[src/design/uart_pkg.sv]
// Shared constants, types and helpers for the serial port block
package uart_pkg;

    // Register offsets (byte addresses)
    localparam logic [7:0] OFS_DATA = 8'h00;
    localparam logic [7:0] OFS_FLAG = 8'h04;
    localparam logic [7:0] OFS_IBRD = 8'h08;
    localparam logic [7:0] OFS_FBRD = 8'h0c;
    localparam logic [7:0] OFS_LCR  = 8'h10;
    localparam logic [7:0] OFS_CTRL = 8'h14;
    localparam logic [7:0] OFS_ILPR = 8'h18;
    localparam logic [7:0] OFS_IFLS = 8'h1c;

    // Flag register bit that clears the sticky overrun on write
    localparam int unsigned FLAG_OVR_BIT = 5;

    // Bit-timing counts in oversample ticks, low-power clock periods and data bits
    localparam logic [3:0] SUB_LAST       = 4'hf;
    localparam logic [3:0] START_CHECK    = 4'h7;
    localparam logic [3:0] IR_NORMAL_SUBS = 4'h3;
    localparam logic [1:0] IR_LP_PERIODS  = 2'h3;
    localparam logic [2:0] DATA_LAST_BASE = 3'h4;

    typedef struct packed {
        logic       sps;
        logic [1:0] wlen;
        logic       fen;
        logic       stp2;
        logic       eps;
        logic       pen;
        logic       brk;
    } line_ctrl_t;

    typedef struct packed {
        logic [15:0] div_int;
        logic [5:0]  div_frac;
        line_ctrl_t  lcr;
    } cfg_t;

    typedef struct packed {
        logic receive_enable;
        logic transmit_enable;
        logic ir_lowpower;
        logic infrared_codec;
        logic global_enable;
    } ctrl_t;

    typedef struct packed {
        logic       overrun;
        logic       brk;
        logic       perr;
        logic       ferr;
        logic [7:0] data;
    } rx_entry_t;

    typedef enum logic [2:0] {TX_IDLE, TX_START, TX_DATA, TX_PARITY, TX_STOP} tx_state_t;
    typedef enum logic [2:0] {RX_IDLE, RX_START, RX_DATA, RX_PARITY, RX_STOP, RX_BREAK} rx_state_t;

    localparam cfg_t       CFG_RESET  = '0;
    localparam ctrl_t      CTRL_RESET = 5'h18;
    localparam logic [7:0] ILPR_RESET = 8'h01;
    localparam logic [5:0] IFLS_RESET = 6'h12;

    // Parity over the active data bits; stick parity sends the inverse of eps
    function automatic logic parity_bit(input logic [7:0] d, input line_ctrl_t lc);
        logic [7:0] m;
        m = d & (8'hff >> (~lc.wlen));
        return lc.sps ? ~lc.eps : (lc.eps ? ^m : ~^m);
    endfunction : parity_bit

endpackage : uart_pkg

[src/design/uart_serial.sv]
// Serial port with FIFOs, fractional baud generator, infrared codec and AHB-Lite registers
// What this block does
// Transmit and receive enables set after reset
// Disabling finishes the current character first
// Software disables before changing configuration
// Frame: start, data LSB first, parity, stops
// Receive only after valid start pulse
// Error and break flags stored with words
// Five to eight data bits
// Even, odd, stick or no parity
// One or two stop bits
// Sixteen by eight transmit, sixteen by twelve receive FIFOs
// FIFO off gives one-entry holding register
// Trigger levels one eighth to seven eighths
// Force and detect line break
// Divisor: 16-bit integer, 6-bit fraction
// Divisor is clock over sixteen times baud
// Software rounds fraction times 64
// Oversample tick at sixteen times baud
// 30-bit setting latched on line-control write
// Write divisors, then line control
// Selectable infrared codec up to 115.2k
// Normal 3/16 and low-power pulse widths
// Low-power clock divider 1 to 256
// Start accepted if low on eighth tick
// Sample every sixteenth tick; check stop
// Infrared zero is 3/16 high pulse
// Busy while FIFO non-empty or shifting
// Serial input passes two flip-flops
//
// Our own choices: the register addresses and the AHB-Lite register port.
`timescale 1ns/10ps

module fifo_buf #(
    parameter int unsigned W     = 8,
    parameter int unsigned DEPTH = 16
) (
    input  wire logic                       hclk,
    input  wire logic                       hresetn,
    input  wire logic                       one_deep,
    input  wire logic                       push,
    input  wire logic [W-1:0]               wdata,
    input  wire logic                       pop,
    output logic      [W-1:0]               rdata,
    output logic      [$clog2(DEPTH):0]     count,
    output logic                            full,
    output logic                            empty
);
    localparam int unsigned AW = $clog2(DEPTH);

    logic [W-1:0]  mem [DEPTH];
    logic [AW-1:0] wp_ff;
    logic [AW-1:0] rp_ff;
    logic [AW:0]   cnt_ff;

    wire [AW:0] cap     = one_deep ? (AW+1)'(1) : (AW+1)'(DEPTH);
    wire        do_push = push && !full;
    wire        do_pop  = pop && !empty;

    assign full  = cnt_ff >= cap;
    assign empty = cnt_ff == '0;
    assign count = cnt_ff;
    assign rdata = mem[rp_ff];

    always_ff @(posedge hclk) begin
        if (do_push) begin
            mem[wp_ff] <= wdata;
        end
    end

    always_ff @(posedge hclk or negedge hresetn) begin
        if (!hresetn) begin
            wp_ff  <= '0;
            rp_ff  <= '0;
            cnt_ff <= '0;
        end else begin
            wp_ff  <= do_push ? AW'(wp_ff + 1'b1) : wp_ff;
            rp_ff  <= do_pop ? AW'(rp_ff + 1'b1) : rp_ff;
            cnt_ff <= (AW+1)'(cnt_ff + {AW'(0), do_push} - {AW'(0), do_pop});
        end
    end
endmodule : fifo_buf

module uart_serial
    import uart_pkg::*;
#(
    parameter int unsigned DEPTH  = 16,
    parameter int unsigned ADDR_W = 12
) (
    input  wire logic              hclk,
    input  wire logic              hresetn,
    input  wire logic              hsel,
    input  wire logic [ADDR_W-1:0] haddr,
    input  wire logic              hwrite,
    input  wire logic [1:0]        htrans,
    input  wire logic [2:0]        hsize,
    input  wire logic              hready,
    input  wire logic [31:0]       hwdata,
    output logic      [31:0]       hrdata,
    output logic                   hreadyout,
    output logic                   hresp,
    input  wire logic              serial_in,
    output logic                   serial_out
);
    localparam int unsigned CW = $clog2(DEPTH) + 1;

    // Bus and register state
    logic [7:0]  wa_ff;
    logic        wr_pend_ff;
    logic [31:0] rdata_ff;
    logic [15:0] ibrd_ff;
    logic [5:0]  fbrd_ff;
    cfg_t        cfg_ff;
    ctrl_t       ctrl_ff;
    logic [7:0]  ilpr_ff;
    logic [5:0]  ifls_ff;
    logic        ovr_sticky_ff;

    // Baud and serial state
    logic [15:0] bcnt_ff;
    logic [5:0]  bacc_ff;
    logic [7:0]  lpcnt_ff;
    logic [1:0]  lp_pulse_ff;
    logic        rx_s1_ff;
    logic        rx_s2_ff;
    logic [3:0]  ir_hold_ff;
    logic        serial_out_ff;
    tx_state_t   tx_state_ff;
    logic [3:0]  tx_sub_ff;
    logic [2:0]  tx_bitn_ff;
    logic [7:0]  tx_shift_ff;
    logic        tx_par_ff;
    logic        tx_stopn_ff;
    rx_state_t   rx_state_ff;
    logic [3:0]  rx_sub_ff;
    logic [2:0]  rx_bitn_ff;
    logic [7:0]  rx_shift_ff;
    logic        rx_perr_ff;
    logic        rx_pbit_ff;
    logic        ovr_pend_ff;

    // FIFO wires
    logic [7:0]    tx_rdata;
    logic [CW-1:0] tx_count;
    logic          tx_full;
    logic          tx_empty;
    rx_entry_t     rx_rdata;
    logic [CW-1:0] rx_count;
    logic          rx_full;
    logic          rx_empty;
    logic          tx_pop;
    logic          rx_push;
    rx_entry_t     rx_entry;

    // Address phase capture; zero wait states
    wire       accept  = hsel && hready && htrans[1];
    wire       mapped  = haddr[ADDR_W-1:8] == '0;
    wire [7:0] ofs     = mapped ? haddr[7:0] : 8'hff;
    wire       rd_acc  = accept && !hwrite;
    wire       wr_now  = wr_pend_ff;
    wire       wr_data = wr_now && wa_ff == OFS_DATA;
    wire       wr_flag = wr_now && wa_ff == OFS_FLAG;
    wire       wr_ibrd = wr_now && wa_ff == OFS_IBRD;
    wire       wr_fbrd = wr_now && wa_ff == OFS_FBRD;
    wire       wr_lcr  = wr_now && wa_ff == OFS_LCR;
    wire       wr_ctrl = wr_now && wa_ff == OFS_CTRL;
    wire       wr_ilpr = wr_now && wa_ff == OFS_ILPR;
    wire       wr_ifls = wr_now && wa_ff == OFS_IFLS;
    wire       rd_pop  = rd_acc && ofs == OFS_DATA;

    // Fill-level triggers, in entries of the full FIFO
    function automatic logic [CW-1:0] trig_level(input logic [2:0] sel);
        logic [3:0] num;
        num = (sel == 3'h0) ? 4'h1 : (sel == 3'h1) ? 4'h2 : (sel == 3'h3) ? 4'h6 : (sel == 3'h4) ? 4'h7 : 4'h4;
        return CW'((DEPTH * num) / 8);
    endfunction : trig_level

    wire busy    = !tx_empty || tx_state_ff != TX_IDLE;
    wire tx_trig = tx_count <= trig_level(ifls_ff[2:0]);
    wire rx_trig = rx_count >= trig_level(ifls_ff[5:3]);

    wire [31:0] flag_word = {24'h0, rx_trig, tx_trig, ovr_sticky_ff, busy, rx_full, tx_empty, rx_empty, tx_full};
    wire [31:0] data_word = rx_empty ? 32'h0 : {20'h0, rx_rdata};
    wire [31:0] rd_word   = (ofs == OFS_DATA) ? data_word :
                            (ofs == OFS_FLAG) ? flag_word :
                            (ofs == OFS_IBRD) ? {16'h0, ibrd_ff} :
                            (ofs == OFS_FBRD) ? {26'h0, fbrd_ff} :
                            (ofs == OFS_LCR)  ? {24'h0, cfg_ff.lcr} :
                            (ofs == OFS_CTRL) ? {27'h0, ctrl_ff} :
                            (ofs == OFS_ILPR) ? {24'h0, ilpr_ff} :
                            (ofs == OFS_IFLS) ? {26'h0, ifls_ff} : 32'h0;

    assign hrdata    = rdata_ff;
    assign hreadyout = 1'b1;
    assign hresp     = 1'b0;

    always_ff @(posedge hclk or negedge hresetn) begin
        if (!hresetn) begin
            wa_ff      <= 8'h0;
            wr_pend_ff <= 1'b0;
            rdata_ff   <= 32'h0;
        end else begin
            wr_pend_ff <= accept && hwrite;
            wa_ff      <= accept ? ofs : wa_ff;
            rdata_ff   <= rd_acc ? rd_word : rdata_ff;
        end
    end

    // Divisor holding registers feed the live setting only via line control
    always_ff @(posedge hclk or negedge hresetn) begin
        if (!hresetn) begin
            ibrd_ff <= 16'h0;
            fbrd_ff <= 6'h0;
            cfg_ff  <= CFG_RESET;
            ctrl_ff <= CTRL_RESET;
            ilpr_ff <= ILPR_RESET;
            ifls_ff <= IFLS_RESET;
        end else begin
            ibrd_ff <= wr_ibrd ? hwdata[15:0] : ibrd_ff;
            fbrd_ff <= wr_fbrd ? hwdata[5:0] : fbrd_ff;
            cfg_ff  <= wr_lcr ? {ibrd_ff, fbrd_ff, hwdata[7:0]} : cfg_ff;
            ctrl_ff <= wr_ctrl ? hwdata[4:0] : ctrl_ff;
            ilpr_ff <= wr_ilpr ? hwdata[7:0] : ilpr_ff;
            ifls_ff <= wr_ifls ? hwdata[5:0] : ifls_ff;
        end
    end

    // Fractional divider: each tick period is div_int cycles, plus one when the
    // fraction accumulator carries, averaging div_int + div_frac/64
    wire [6:0]  bacc_sum = {1'b0, bacc_ff} + {1'b0, cfg_ff.div_frac};
    wire [16:0] blimit   = {1'b0, cfg_ff.div_int} - 17'h1 + {16'h0, bacc_sum[6]};
    wire        os_tick  = cfg_ff.div_int != 16'h0 && {1'b0, bcnt_ff} >= blimit;

    // Low-power infrared clock; register value 0 divides by 256
    wire        lp_tick  = lpcnt_ff == 8'(ilpr_ff - 8'h1);

    always_ff @(posedge hclk or negedge hresetn) begin
        if (!hresetn) begin
            bcnt_ff  <= 16'h0;
            bacc_ff  <= 6'h0;
            lpcnt_ff <= 8'h0;
        end else begin
            bcnt_ff  <= os_tick ? 16'h0 : 16'(bcnt_ff + 16'h1);
            bacc_ff  <= os_tick ? bacc_sum[5:0] : bacc_ff;
            lpcnt_ff <= lp_tick ? 8'h0 : 8'(lpcnt_ff + 8'h1);
        end
    end

    fifo_buf #(.W(8), .DEPTH(DEPTH)) u_txq (
        .hclk     (hclk),
        .hresetn  (hresetn),
        .one_deep (!cfg_ff.lcr.fen),
        .push     (wr_data),
        .wdata    (hwdata[7:0]),
        .pop      (tx_pop),
        .rdata    (tx_rdata),
        .count    (tx_count),
        .full     (tx_full),
        .empty    (tx_empty)
    );

    fifo_buf #(.W(12), .DEPTH(DEPTH)) u_rxq (
        .hclk     (hclk),
        .hresetn  (hresetn),
        .one_deep (!cfg_ff.lcr.fen),
        .push     (rx_push),
        .wdata    (rx_entry),
        .pop      (rd_pop),
        .rdata    (rx_rdata),
        .count    (rx_count),
        .full     (rx_full),
        .empty    (rx_empty)
    );

    // Transmitter
    wire       tx_go     = ctrl_ff.global_enable && ctrl_ff.transmit_enable;
    assign tx_pop        = tx_state_ff == TX_IDLE && !tx_empty && tx_go;
    wire       tx_bitend = os_tick && tx_sub_ff == SUB_LAST;
    wire [2:0] data_last = 3'(DATA_LAST_BASE + {1'b0, cfg_ff.lcr.wlen});
    wire       tx_end    = tx_bitend && tx_state_ff == TX_STOP && (tx_stopn_ff || !cfg_ff.lcr.stp2);
    wire       tx_line   = (tx_state_ff == TX_START) ? 1'b0 :
                           (tx_state_ff == TX_DATA) ? tx_shift_ff[0] :
                           (tx_state_ff == TX_PARITY) ? tx_par_ff : 1'b1;

    always_ff @(posedge hclk or negedge hresetn) begin
        if (!hresetn) begin
            tx_state_ff <= TX_IDLE;
            tx_sub_ff   <= 4'h0;
            tx_bitn_ff  <= 3'h0;
            tx_shift_ff <= 8'h0;
            tx_par_ff   <= 1'b0;
            tx_stopn_ff <= 1'b0;
        end else begin
            tx_sub_ff <= (tx_state_ff == TX_IDLE) ? 4'h0 : (os_tick ? 4'(tx_sub_ff + 4'h1) : tx_sub_ff);
            unique case (tx_state_ff)
                TX_IDLE: begin
                    if (tx_pop) begin
                        tx_shift_ff <= tx_rdata;
                        tx_par_ff   <= parity_bit(tx_rdata, cfg_ff.lcr);
                        tx_bitn_ff  <= 3'h0;
                        tx_stopn_ff <= 1'b0;
                        tx_state_ff <= TX_START;
                    end
                end
                TX_START: begin
                    if (tx_bitend) begin
                        tx_state_ff <= TX_DATA;
                    end
                end
                TX_DATA: begin
                    if (tx_bitend) begin
                        tx_shift_ff <= {1'b0, tx_shift_ff[7:1]};
                        tx_bitn_ff  <= 3'(tx_bitn_ff + 3'h1);
                        if (tx_bitn_ff == data_last) begin
                            tx_state_ff <= cfg_ff.lcr.pen ? TX_PARITY : TX_STOP;
                        end
                    end
                end
                TX_PARITY: begin
                    if (tx_bitend) begin
                        tx_state_ff <= TX_STOP;
                    end
                end
                TX_STOP: begin
                    if (tx_end) begin
                        tx_state_ff <= TX_IDLE;
                    end else if (tx_bitend) begin
                        tx_stopn_ff <= 1'b1;
                    end
                end
            endcase
        end
    end

    // Infrared encoder: normal pulse spans sub-bits 0..2 of a zero bit, low-power
    // pulse lasts three low-power clock periods from the first tick of the bit
    wire lp_load  = os_tick && tx_sub_ff == 4'h0 && tx_state_ff != TX_IDLE && !tx_line;
    wire ir_norm  = tx_state_ff != TX_IDLE && !tx_line && tx_sub_ff < IR_NORMAL_SUBS;
    wire ir_out   = ctrl_ff.ir_lowpower ? lp_pulse_ff != 2'h0 : ir_norm;
    wire nxt_line = ctrl_ff.infrared_codec ? ir_out : (cfg_ff.lcr.brk ? 1'b0 : tx_line);

    assign serial_out = serial_out_ff;

    always_ff @(posedge hclk or negedge hresetn) begin
        if (!hresetn) begin
            lp_pulse_ff   <= 2'h0;
            serial_out_ff <= 1'b1;
        end else begin
            lp_pulse_ff   <= lp_load ? IR_LP_PERIODS : ((lp_tick && lp_pulse_ff != 2'h0) ? 2'(lp_pulse_ff - 2'h1)
                                                                                         : lp_pulse_ff);
            serial_out_ff <= nxt_line;
        end
    end

    // Input synchroniser and infrared decoder; a low pulse stands for one zero bit
    wire rx_in = ctrl_ff.infrared_codec ? (rx_s2_ff && ir_hold_ff == 4'h0) : rx_s2_ff;

    always_ff @(posedge hclk or negedge hresetn) begin
        if (!hresetn) begin
            rx_s1_ff   <= 1'b1;
            rx_s2_ff   <= 1'b1;
            ir_hold_ff <= 4'h0;
        end else begin
            rx_s1_ff   <= serial_in;
            rx_s2_ff   <= rx_s1_ff;
            ir_hold_ff <= !rx_s2_ff ? SUB_LAST : ((os_tick && ir_hold_ff != 4'h0) ? 4'(ir_hold_ff - 4'h1) : ir_hold_ff);
        end
    end

    // Receiver
    wire       rx_sample = os_tick && rx_sub_ff == SUB_LAST;
    assign rx_push       = rx_state_ff == RX_STOP && rx_sample;
    wire       rx_brk    = !rx_in && rx_shift_ff == 8'h0 && !rx_pbit_ff;

    assign rx_entry = {ovr_pend_ff, rx_brk, rx_perr_ff, !rx_in, rx_shift_ff};

    always_ff @(posedge hclk or negedge hresetn) begin
        if (!hresetn) begin
            rx_state_ff <= RX_IDLE;
            rx_sub_ff   <= 4'h0;
            rx_bitn_ff  <= 3'h0;
            rx_shift_ff <= 8'h0;
            rx_perr_ff  <= 1'b0;
            rx_pbit_ff  <= 1'b0;
        end else begin
            rx_sub_ff <= (rx_state_ff == RX_IDLE) ? 4'h0 : (os_tick ? 4'(rx_sub_ff + 4'h1) : rx_sub_ff);
            unique case (rx_state_ff)
                RX_IDLE: begin
                    if (ctrl_ff.global_enable && ctrl_ff.receive_enable && !rx_in) begin
                        rx_state_ff <= RX_START;
                    end
                end
                RX_START: begin
                    if (os_tick && rx_sub_ff == START_CHECK) begin
                        rx_state_ff <= rx_in ? RX_IDLE : RX_DATA;
                        rx_sub_ff   <= 4'h0;
                        rx_bitn_ff  <= 3'h0;
                        rx_shift_ff <= 8'h0;
                        rx_perr_ff  <= 1'b0;
                        rx_pbit_ff  <= 1'b0;
                    end
                end
                RX_DATA: begin
                    if (rx_sample) begin
                        rx_shift_ff[rx_bitn_ff] <= rx_in;
                        rx_bitn_ff              <= 3'(rx_bitn_ff + 3'h1);
                        if (rx_bitn_ff == data_last) begin
                            rx_state_ff <= cfg_ff.lcr.pen ? RX_PARITY : RX_STOP;
                        end
                    end
                end
                RX_PARITY: begin
                    if (rx_sample) begin
                        rx_perr_ff  <= rx_in != parity_bit(rx_shift_ff, cfg_ff.lcr);
                        rx_pbit_ff  <= rx_in;
                        rx_state_ff <= RX_STOP;
                    end
                end
                RX_STOP: begin
                    if (rx_sample) begin
                        rx_state_ff <= rx_brk ? RX_BREAK : RX_IDLE;
                    end
                end
                RX_BREAK: begin
                    // Wait out the break so one break gives one entry
                    if (rx_in) begin
                        rx_state_ff <= RX_IDLE;
                    end
                end
            endcase
        end
    end

    // Overrun: the lost word is flagged on the next word that fits
    always_ff @(posedge hclk or negedge hresetn) begin
        if (!hresetn) begin
            ovr_pend_ff   <= 1'b0;
            ovr_sticky_ff <= 1'b0;
        end else begin
            ovr_pend_ff   <= rx_push ? rx_full : ovr_pend_ff;
            ovr_sticky_ff <= (rx_push && rx_full) || (ovr_sticky_ff && !(wr_flag && hwdata[FLAG_OVR_BIT]));
        end
    end

    a_busy_flag: assert property (@(posedge hclk) disable iff (!hresetn)
        $fell(busy) |-> $past(tx_end))
        else $error("busy dropped before the last stop bit");
    a_tx_finish: assert property (@(posedge hclk) disable iff (!hresetn)
        tx_state_ff != TX_IDLE && !tx_end |=> tx_state_ff != TX_IDLE)
        else $error("transmitter stopped mid character");
    a_tx_bit_len: assert property (@(posedge hclk) disable iff (!hresetn)
        tx_state_ff != TX_IDLE && tx_state_ff != $past(tx_state_ff) && $past(tx_state_ff) != TX_IDLE
        |-> $past(os_tick) && $past(tx_sub_ff) == 4'hf)
        else $error("transmit bit not sixteen ticks");
    a_start_low: assert property (@(posedge hclk) disable iff (!hresetn)
        tx_state_ff == TX_START && !ctrl_ff.infrared_codec |-> !nxt_line)
        else $error("start bit not low");
    a_break_out: assert property (@(posedge hclk) disable iff (!hresetn)
        cfg_ff.lcr.brk && !ctrl_ff.infrared_codec |=> !serial_out)
        else $error("break not forced");
    a_start_reject: assert property (@(posedge hclk) disable iff (!hresetn)
        rx_state_ff == RX_START && os_tick && rx_sub_ff == 4'h7 && rx_in |=> rx_state_ff == RX_IDLE)
        else $error("false start accepted");
    a_frame_err: assert property (@(posedge hclk) disable iff (!hresetn)
        rx_push |-> rx_entry.ferr == !rx_s2_ff || ctrl_ff.infrared_codec)
        else $error("framing flag wrong");
    a_lcr_latch: assert property (@(posedge hclk) disable iff (!hresetn)
        !wr_lcr |=> cfg_ff == $past(cfg_ff))
        else $error("setting changed without line control write");
    a_ir_pulse: assert property (@(posedge hclk) disable iff (!hresetn)
        ctrl_ff.infrared_codec && !ctrl_ff.ir_lowpower && tx_state_ff == TX_START
        |-> nxt_line == (tx_sub_ff < 4'h3))
        else $error("infrared zero pulse wrong");
    a_fifo_one_deep: assert property (@(posedge hclk) disable iff (!hresetn)
        !cfg_ff.lcr.fen && $past(!cfg_ff.lcr.fen) && $past(tx_count) <= 1 |-> tx_count <= 1)
        else $error("holding register exceeded one entry");

endmodule : uart_serial

[config.mk]
export PLATFORM = sky130hd
export DESIGN_NAME = uart_serial
export DESIGN_NICKNAME = d
export VERILOG_FILES = /design/src/design/uart_pkg.sv /design/src/design/uart_serial.sv
export SDC_FILE = /design/constraint.sdc
export NUM_CORES = 1
export LEC_CHECK = 0
export ABC_AREA = 1
export CORE_ASPECT_RATIO = 1.1
export CORE_UTILIZATION = 45
export DETAILED_ROUTE_END_ITERATION = 6
export DONT_BUFFER_PORTS = 1
export PLACE_DENSITY = 0.6
export SLEW_MARGIN = 20
export SYNTH_ARGS = -nofsm -noshare
export SYNTH_HDL_FRONTEND = slang
export SYNTH_SLANG_ARGS = --single-unit
[constraint.sdc]
create_clock -name hclk -period 4.8 [get_ports hclk]
set_clock_uncertainty 0.15 [all_clocks]
set_input_delay 0.24 -clock hclk [delete_from_list [all_inputs] [get_ports hclk]]
set_output_delay 0.24 -clock hclk [all_outputs]
set_load 0.02 [all_outputs]
### Word-level counts from Yosys, hierarchy flattened

Memories as Yosys holds them, arrays and structs flattened.
Index checks and enable logic that the tools add are counted.

| word-level totals | value |
|---|---|
| output and inout bits | 35 |
| memories | 2 |
| flip-flop bits (word level) | 219 |
| logic and storage cells | 314 |
| RAM bits | 320 |
| input port bits | 55 |

Memory list:

| memory | words | width | rd ports | clocked after memory_dff | wr ports | RTL line | text |
|---|---|---|---|---|---|---|---|
| u_rxq.mem | 16 | 12 | 1 | 0 | 1 | uart_serial.sv:51 | `logic [W-1:0] mem [DEPTH];` |
| u_txq.mem | 16 | 8 | 1 | 0 | 1 | uart_serial.sv:51 |  |

| cells by class | value |
|---|---|
| shift operators | 1 |
| equality and inequality tests | 52 |
| magnitude comparators | 8 |
| reductions and logical operators | 89 |
| $add $sub $neg | 21 |
| multiplexer cells | 88 |
| bitwise operators | 4 |

Operator list:

| kind | count |
|---|---|
| $mux 8 | 10 |
| $mux 3 | 23 |
| $eq 8x5->1 const B | 8 |
| $mux 16 | 4 |
| $logic_and 1x1->1 | 43 |
| $eq 8x4->1 const B | 4 |
| $mux 4 | 8 |
| $pmux 8 s2 | 2 |
| $add 4x1->4 const B | 6 |
| $logic_not 8->1 | 3 |
| $ne 2x2->1 const B | 12 |
| $mux 1 | 22 |
| $eq 3x2->1 const B | 6 |
| $pmux 3 s6 | 1 |
| $add 17x1->17 | 1 |
| $ge 16x17->1 | 1 |
| $sub 16x1->17 const B | 1 |
| $add 16x1->16 const B | 1 |
| $and 8x8->8 | 2 |
| $eq 8x3->1 const B | 2 |
| $reduce_bool 16->1 | 1 |
| $reduce_xnor 8->1 | 2 |
| $reduce_xor 8->1 | 2 |
| $eq 3x3->1 const B | 5 |
| 47 further kinds | 93 |

### Longest topological paths before layout

| logic depth | value |
|---|---|
| depth after elaboration | 11 |
| depth in mapped cells | 36 |
| depth with buffers taken out | 36 |

### Cells and area by module

A second synthesis with hierarchy kept.

| unflattened totals | value |
|---|---|
| cells, all modules | 2577 |
| area, all modules | 24833.8 sq um |

Modules (own cells, without submodules):

| module | cells an instance | times used | area each (sq um) | seq. area each (sq um) |
|---|---|---|---|---|
| uart_serial | 1258 | 1 | 10018.4 | 4439.3 |
| fifo_buf (u_rxq) | 764 | 1 | 8657.1 | 6090.8 |
| fifo_buf (u_txq) | 555 | 1 | 6158.4 | 4169.0 |

### Least setup slack after synthesis

Ideal clock, no wire load.

| timing path | value |
|---|---|
| path kind | register to register |
| start | register cfg_ff[8] (netlist name) |
| end | register u_rxq.cnt_ff[4], in the netlist u_rxq.count[4] |
| data arrival time | 4.874 ns |
| slack | -0.351 ns |
| setup time | 0.128 ns |
| stages on the path, launching flop included | 35 |
| period minus slack after synthesis | 5.151 ns |
| path buffers | 0 |
| data required time | 4.522 ns |
| cells stage by stage | dfrtp_1 -> ha_1 -> fa_1 -> a21o_1 -> a21oi_1 -> o21ai_0 -> a21oi_1 -> ha_1 -> ha_1 -> nand2_2 -> nor3_4 -> nand2_2 -> nor2_1 -> xnor2_1 -> ha_1 -> nand2_1 -> nor2_1 -> nand4_1 -> nor2_1 -> nor2_1 -> nand2_1 -> nand2_1 -> nand2_1 -> nand2_2 -> nand2_1 -> nand3_2 -> nor2_2 -> nand2_4 -> inv_4 -> ha_1 -> inv_1 -> fa_1 -> o21ai_0 -> a21oi_1 -> xor2_1 |

| between the ends | value |
|---|---|
| word-level cells in the longest chain between the ends | 9 |

Ends and longest elaborated chain:

| item | RTL line | text |
|---|---|---|
| from (decl) | uart_serial.sv:113 | `cfg_t cfg_ff;` |
| from (signal assigned) | uart_serial.sv:221 | `cfg_ff <= wr_lcr ? {ibrd_ff, fbrd_ff, hwdata[7:0]} : cfg_ff;` |
| $add 6x6->7 | uart_serial.sv:230 | `wire [6:0] bacc_sum = {1'b0, bacc_ff} + {1'b0, cfg_ff.div_frac};` |
| $add 17x1->17 | uart_serial.sv:231 | `wire [16:0] blimit = {1'b0, cfg_ff.div_int} - 17'h1 + {16'h0, bacc_sum[6]};` |
| $ge 16x17->1 | uart_serial.sv:232 | `wire os_tick = cfg_ff.div_int != 16'h0 && {1'b0, bcnt_ff} >= blimit;` |
| $logic_and 1x1->1 | uart_serial.sv:232 |  |
| $logic_and 1x1->1 | uart_serial.sv:371 | `wire rx_sample = os_tick && rx_sub_ff == SUB_LAST;` |
| $logic_and 1x1->1 | uart_serial.sv:372 | `assign rx_push = rx_state_ff == RX_STOP && rx_sample;` |
| $logic_and 1x1->1 | uart_serial.sv:57 | `wire do_push = push && !full;` |
| net u_rxq.do_push | uart_serial.sv:57 |  |
| $add 5x1->5 | uart_serial.sv:79 | `cnt_ff <= (AW+1)'(cnt_ff + {AW'(0), do_push} - {AW'(0), do_pop});` |
| $sub 5x1->5 | uart_serial.sv:79 |  |
| to (signal assigned) | uart_serial.sv:79 |  |
| to (decl) | uart_serial.sv:54 | `logic [AW:0] cnt_ff;` |

The timed path passes the listed nets, and every way through them passes these cells.
A chain may end at the register's enable or synchronous reset.

### Worst setup path in the final report

Same ends and word-level chain as after synthesis.

==> results.md <==
- Max-Cap Viols: 0
- DP Cell Count: approximately 3100
- Sequential area share after synthesis: between 60% and 70%
- Most frequent cell after synthesis: nand2_1
- Slowest library cell on the worst path: dfrtp_1
- Hold Vio Cnt, Final: about 200
- Worst slew margin: 27.9%
- Initial Utilization: between 40 and 50%
- Worst skew pair latency: 0.61 ns
- Hold WC Path Type: input pin to asynchronous set/reset pin
- Static leakage: 11.9 nW
- WL final: about 60000 µm
- Die Area: between 50000 and 60000 µm²
- Initial antenna violation count: 0
- Simple-Gate Fraction of Synth Area: 15.9%
- Post-synth EDFFs: 320
- Worst Setup End Kind: flip-flop
- Cell Area, Placed: ~26000 µm²
- Final Cycle Share: 107%
- Clk buf depth: 3
- Status: finished, violations left
- Gpl congestion: between 0.8 and 0.9
- DR iter-0 viols: between 1000 and 1500
- Final worst slack: -0.320 ns
- DRC viols: 0
- Pwr/cell area: approximately 410 nW/µm²
- Vias in the first global route: about 17000
- Worst slew pin tran: 1.08 ns
- GR Util All Layers: about 22%
- Worst Path Required: roughly 5 ns
- Final instance area: 28500 µm²
- Failing checks: hold timing, setup timing
- Post-layout util: approximately 53%
- Clock sink count: between 500 and 600
- Buf+Inv Stages, Crit Path: 5
- Syn Area/Cell: ~10 µm²
- Total grt overflow: 0
- Commonest cells post-synth: nand2_1 (498), edfxtp_1 (320), inv_1 (247), o21ai_0 (235), nor2_1 (205)
- Buffers on Ports: 0
- Worst r2r src: cfg_ff[8]
- Startpoint Class: flip-flop
- Core area: roughly 54000 µm²
- Final min period: ~5.1 ns
- Critical path class: flip-flop to flip-flop
- Worst Path Arrival: approximately 5.5 ns
- Area contributors post-synth: edfxtp_1 (39%), dfrtp_1 (20%), nand2_1 (7.6%), o21ai_0 (4.8%), inv_1 (3.8%)
- Clock-pin slew on the worst setup and hold paths: approximately 0.060 ns
- Drt pass-1 iters: 5
- CTS root buffer: clkbuf_16
- Critical Path Stages: 31
- Finished Layout Cells: about 3300
- Area Overhead vs Synth: 16.7%
- Setup-failing EPs final: roughly 220
- Worst vdd ir: 0.325 mV
- Critical path's largest stage delay: a little under 0.4 ns
- Final Max Slew Viols: 0
- Largest family of logic cells by synthesized area: simple AND/OR/NAND/NOR gates
- # nets final: roughly 2700
- Cell family with most CP delay: adder cells
- R2R setup slack: -0.32 ns
- Worst Path Max Fanout: 3
- Worst-case reg-to-reg path depth: 31
- Synth top area share: 39.3%
- Vias per inst: roughly 5.3
- Netlist Area Pre-Place: approximately 24000 µm²
- Die height: ~250 µm
- I/O Pins: 90
- Achievable Freq: roughly 200 MHz
- Met2 Resource Use GR: around 38%
- Cells after Synth: 2427
- Avg WL per Cell: 18.3 µm
- Hold WS: -0.803 ns
- Post-Synth XOR/XNOR Area: 2.26%
- Unrepaired setup endpoints after global routing: yes
- Crit path capture: u_rxq.count[4]
- Ys Warns: 0
- FFs w/ async S/R, synth: about two fifths
- Cell taking the most area after synthesis: edfxtp_1
- CP Launch Point: cfg_ff[8]
- Cell variety after synth: 57
- First-pass GRT wire length: 94600 µm
- Grt met3 use: ~3.6%
- Post-synthesis mux area share: under 10%
- CTS Hold Bufs: 35
- Adder-cell share of the synthesized area: under 10%
- Diode count: 0
- ANT nets after route: 0
- Post-synthesis register bit count: between 500 and 600
- Site row count: 89
- Post-synthesis compound-gate area fraction: a little under a tenth
- M1 GR Usage: 28.1%
- Critical path's most frequent cell: nand2_4
- Worst R2R End: u_rxq.count[4]
- Share of layout cells above drive strength 1: between 10% and 20%
- Top Usage Layer GRT: met2
- Die X: ~220 µm
- Post-DP HPWL: between 30000 and 40000 µm
- CTS tree: built
- H-tree depth: 2
- Post-synth top flop: edfxtp_1
- TritonCTS Buffers: 54
- Pin count of the biggest net entering global routing: roughly 200
- Via count: roughly 17000
-- how the worst min path moves through the flow --
stage | from | to | slack (ns) | cells after the start
after global routing | hresetn | lp_pulse_ff[1] | -0.84 | 0
after detailed placement | hresetn | u_txq.count[1] | -0.18 | 0
after CTS | hresetn | tx_sub_ff[1] | -0.84 | 0
after floorplan | hresetn | bacc_ff[0] | -0.21 | 0
final | hresetn | lpcnt_ff[5] | -0.80 | 0
after global placement | hresetn | u_txq.count[2] | -0.18 | 0
-- per-layer routing --
metal  part of all wire [%]  wire (µm)
met5                      0          0
met4                    2.4       1450
met3                    4.9       2980
met2                     50      29900
met1                     43      25900
-- logic make-up after synthesis --
kind of cell / count (synthesis)
AO/OA/AOI/OAI: 425
XOR/XNOR: 63
adder cells (fa/ha/maj): 76
buffers and inverters: 359
flip-flops: 523
multiplexers: 53
other: 2
AND/OR/NAND/NOR: 926
-- final cells by class --
type	instances	area, µm²
multi-input combinational	1563	8920
clock inverter	40	407
sequential	523	14700
fill	4705	25100
tap	728	911
inverter	256	968
clock buffer	61	1390
timing repair buffer	121	1240
-- cell usage in the layout, fill, tap and decap left out, types with 54 or more instances in the layout --
cell type | synthesis | layout
dfrtp_1 | 195 | 192
ha_1 | 73 | 69
a21oi_1 | 105 | 100
clkbuf_16 | 0 | 54
o21ai_0 | 235 | 222
inv_1 | 247 | 241
nand3_1 | 127 | 119
edfxtp_1 | 320 | 320
nor2_1 | 205 | 181
nand2_1 | 498 | 479
-- through the flow --
stage          power (mW)  setup TNS (ns)  worst slack, ns
6_report             11.6          -46.28           -0.320
5_1_grt              12.2         -124.04           -0.666
4_1_cts              11.6          -47.51           -0.320
3_5_place_dp         7.25          -59.91           -0.451
3_3_place_gp         7.19          -37.52           -0.323
2_1_floorplan        6.72          -13.16           -0.123
-- power by group --
group / switching, mW / internal [mW] / total, mW
Sequential: 0.149 / 4.91 / 5.05
Clock: 1.81 / 2.46 / 4.27
Combinational: 1.54 / 0.751 / 2.29
-- sequential cells by signal, summed over array words and instances (netlist names), 16 cells and up --
signal     count
u_txq.mem    128
u_rxq.mem    192
ibrd_ff       16
bcnt_ff       16
hrdata        16
cfg_ff        30
-- repair_timing --
action | in CTS | in global routing
buffers inserted | 14 | 11
pin swaps | 40 | 47
gates cloned | 8 | 0
resized for setup | 88 | 88
endpoints found under the hold margin | 399 | 203
endpoints found under the setup margin | 217 | 269
(Power assumes the default switching activity.)
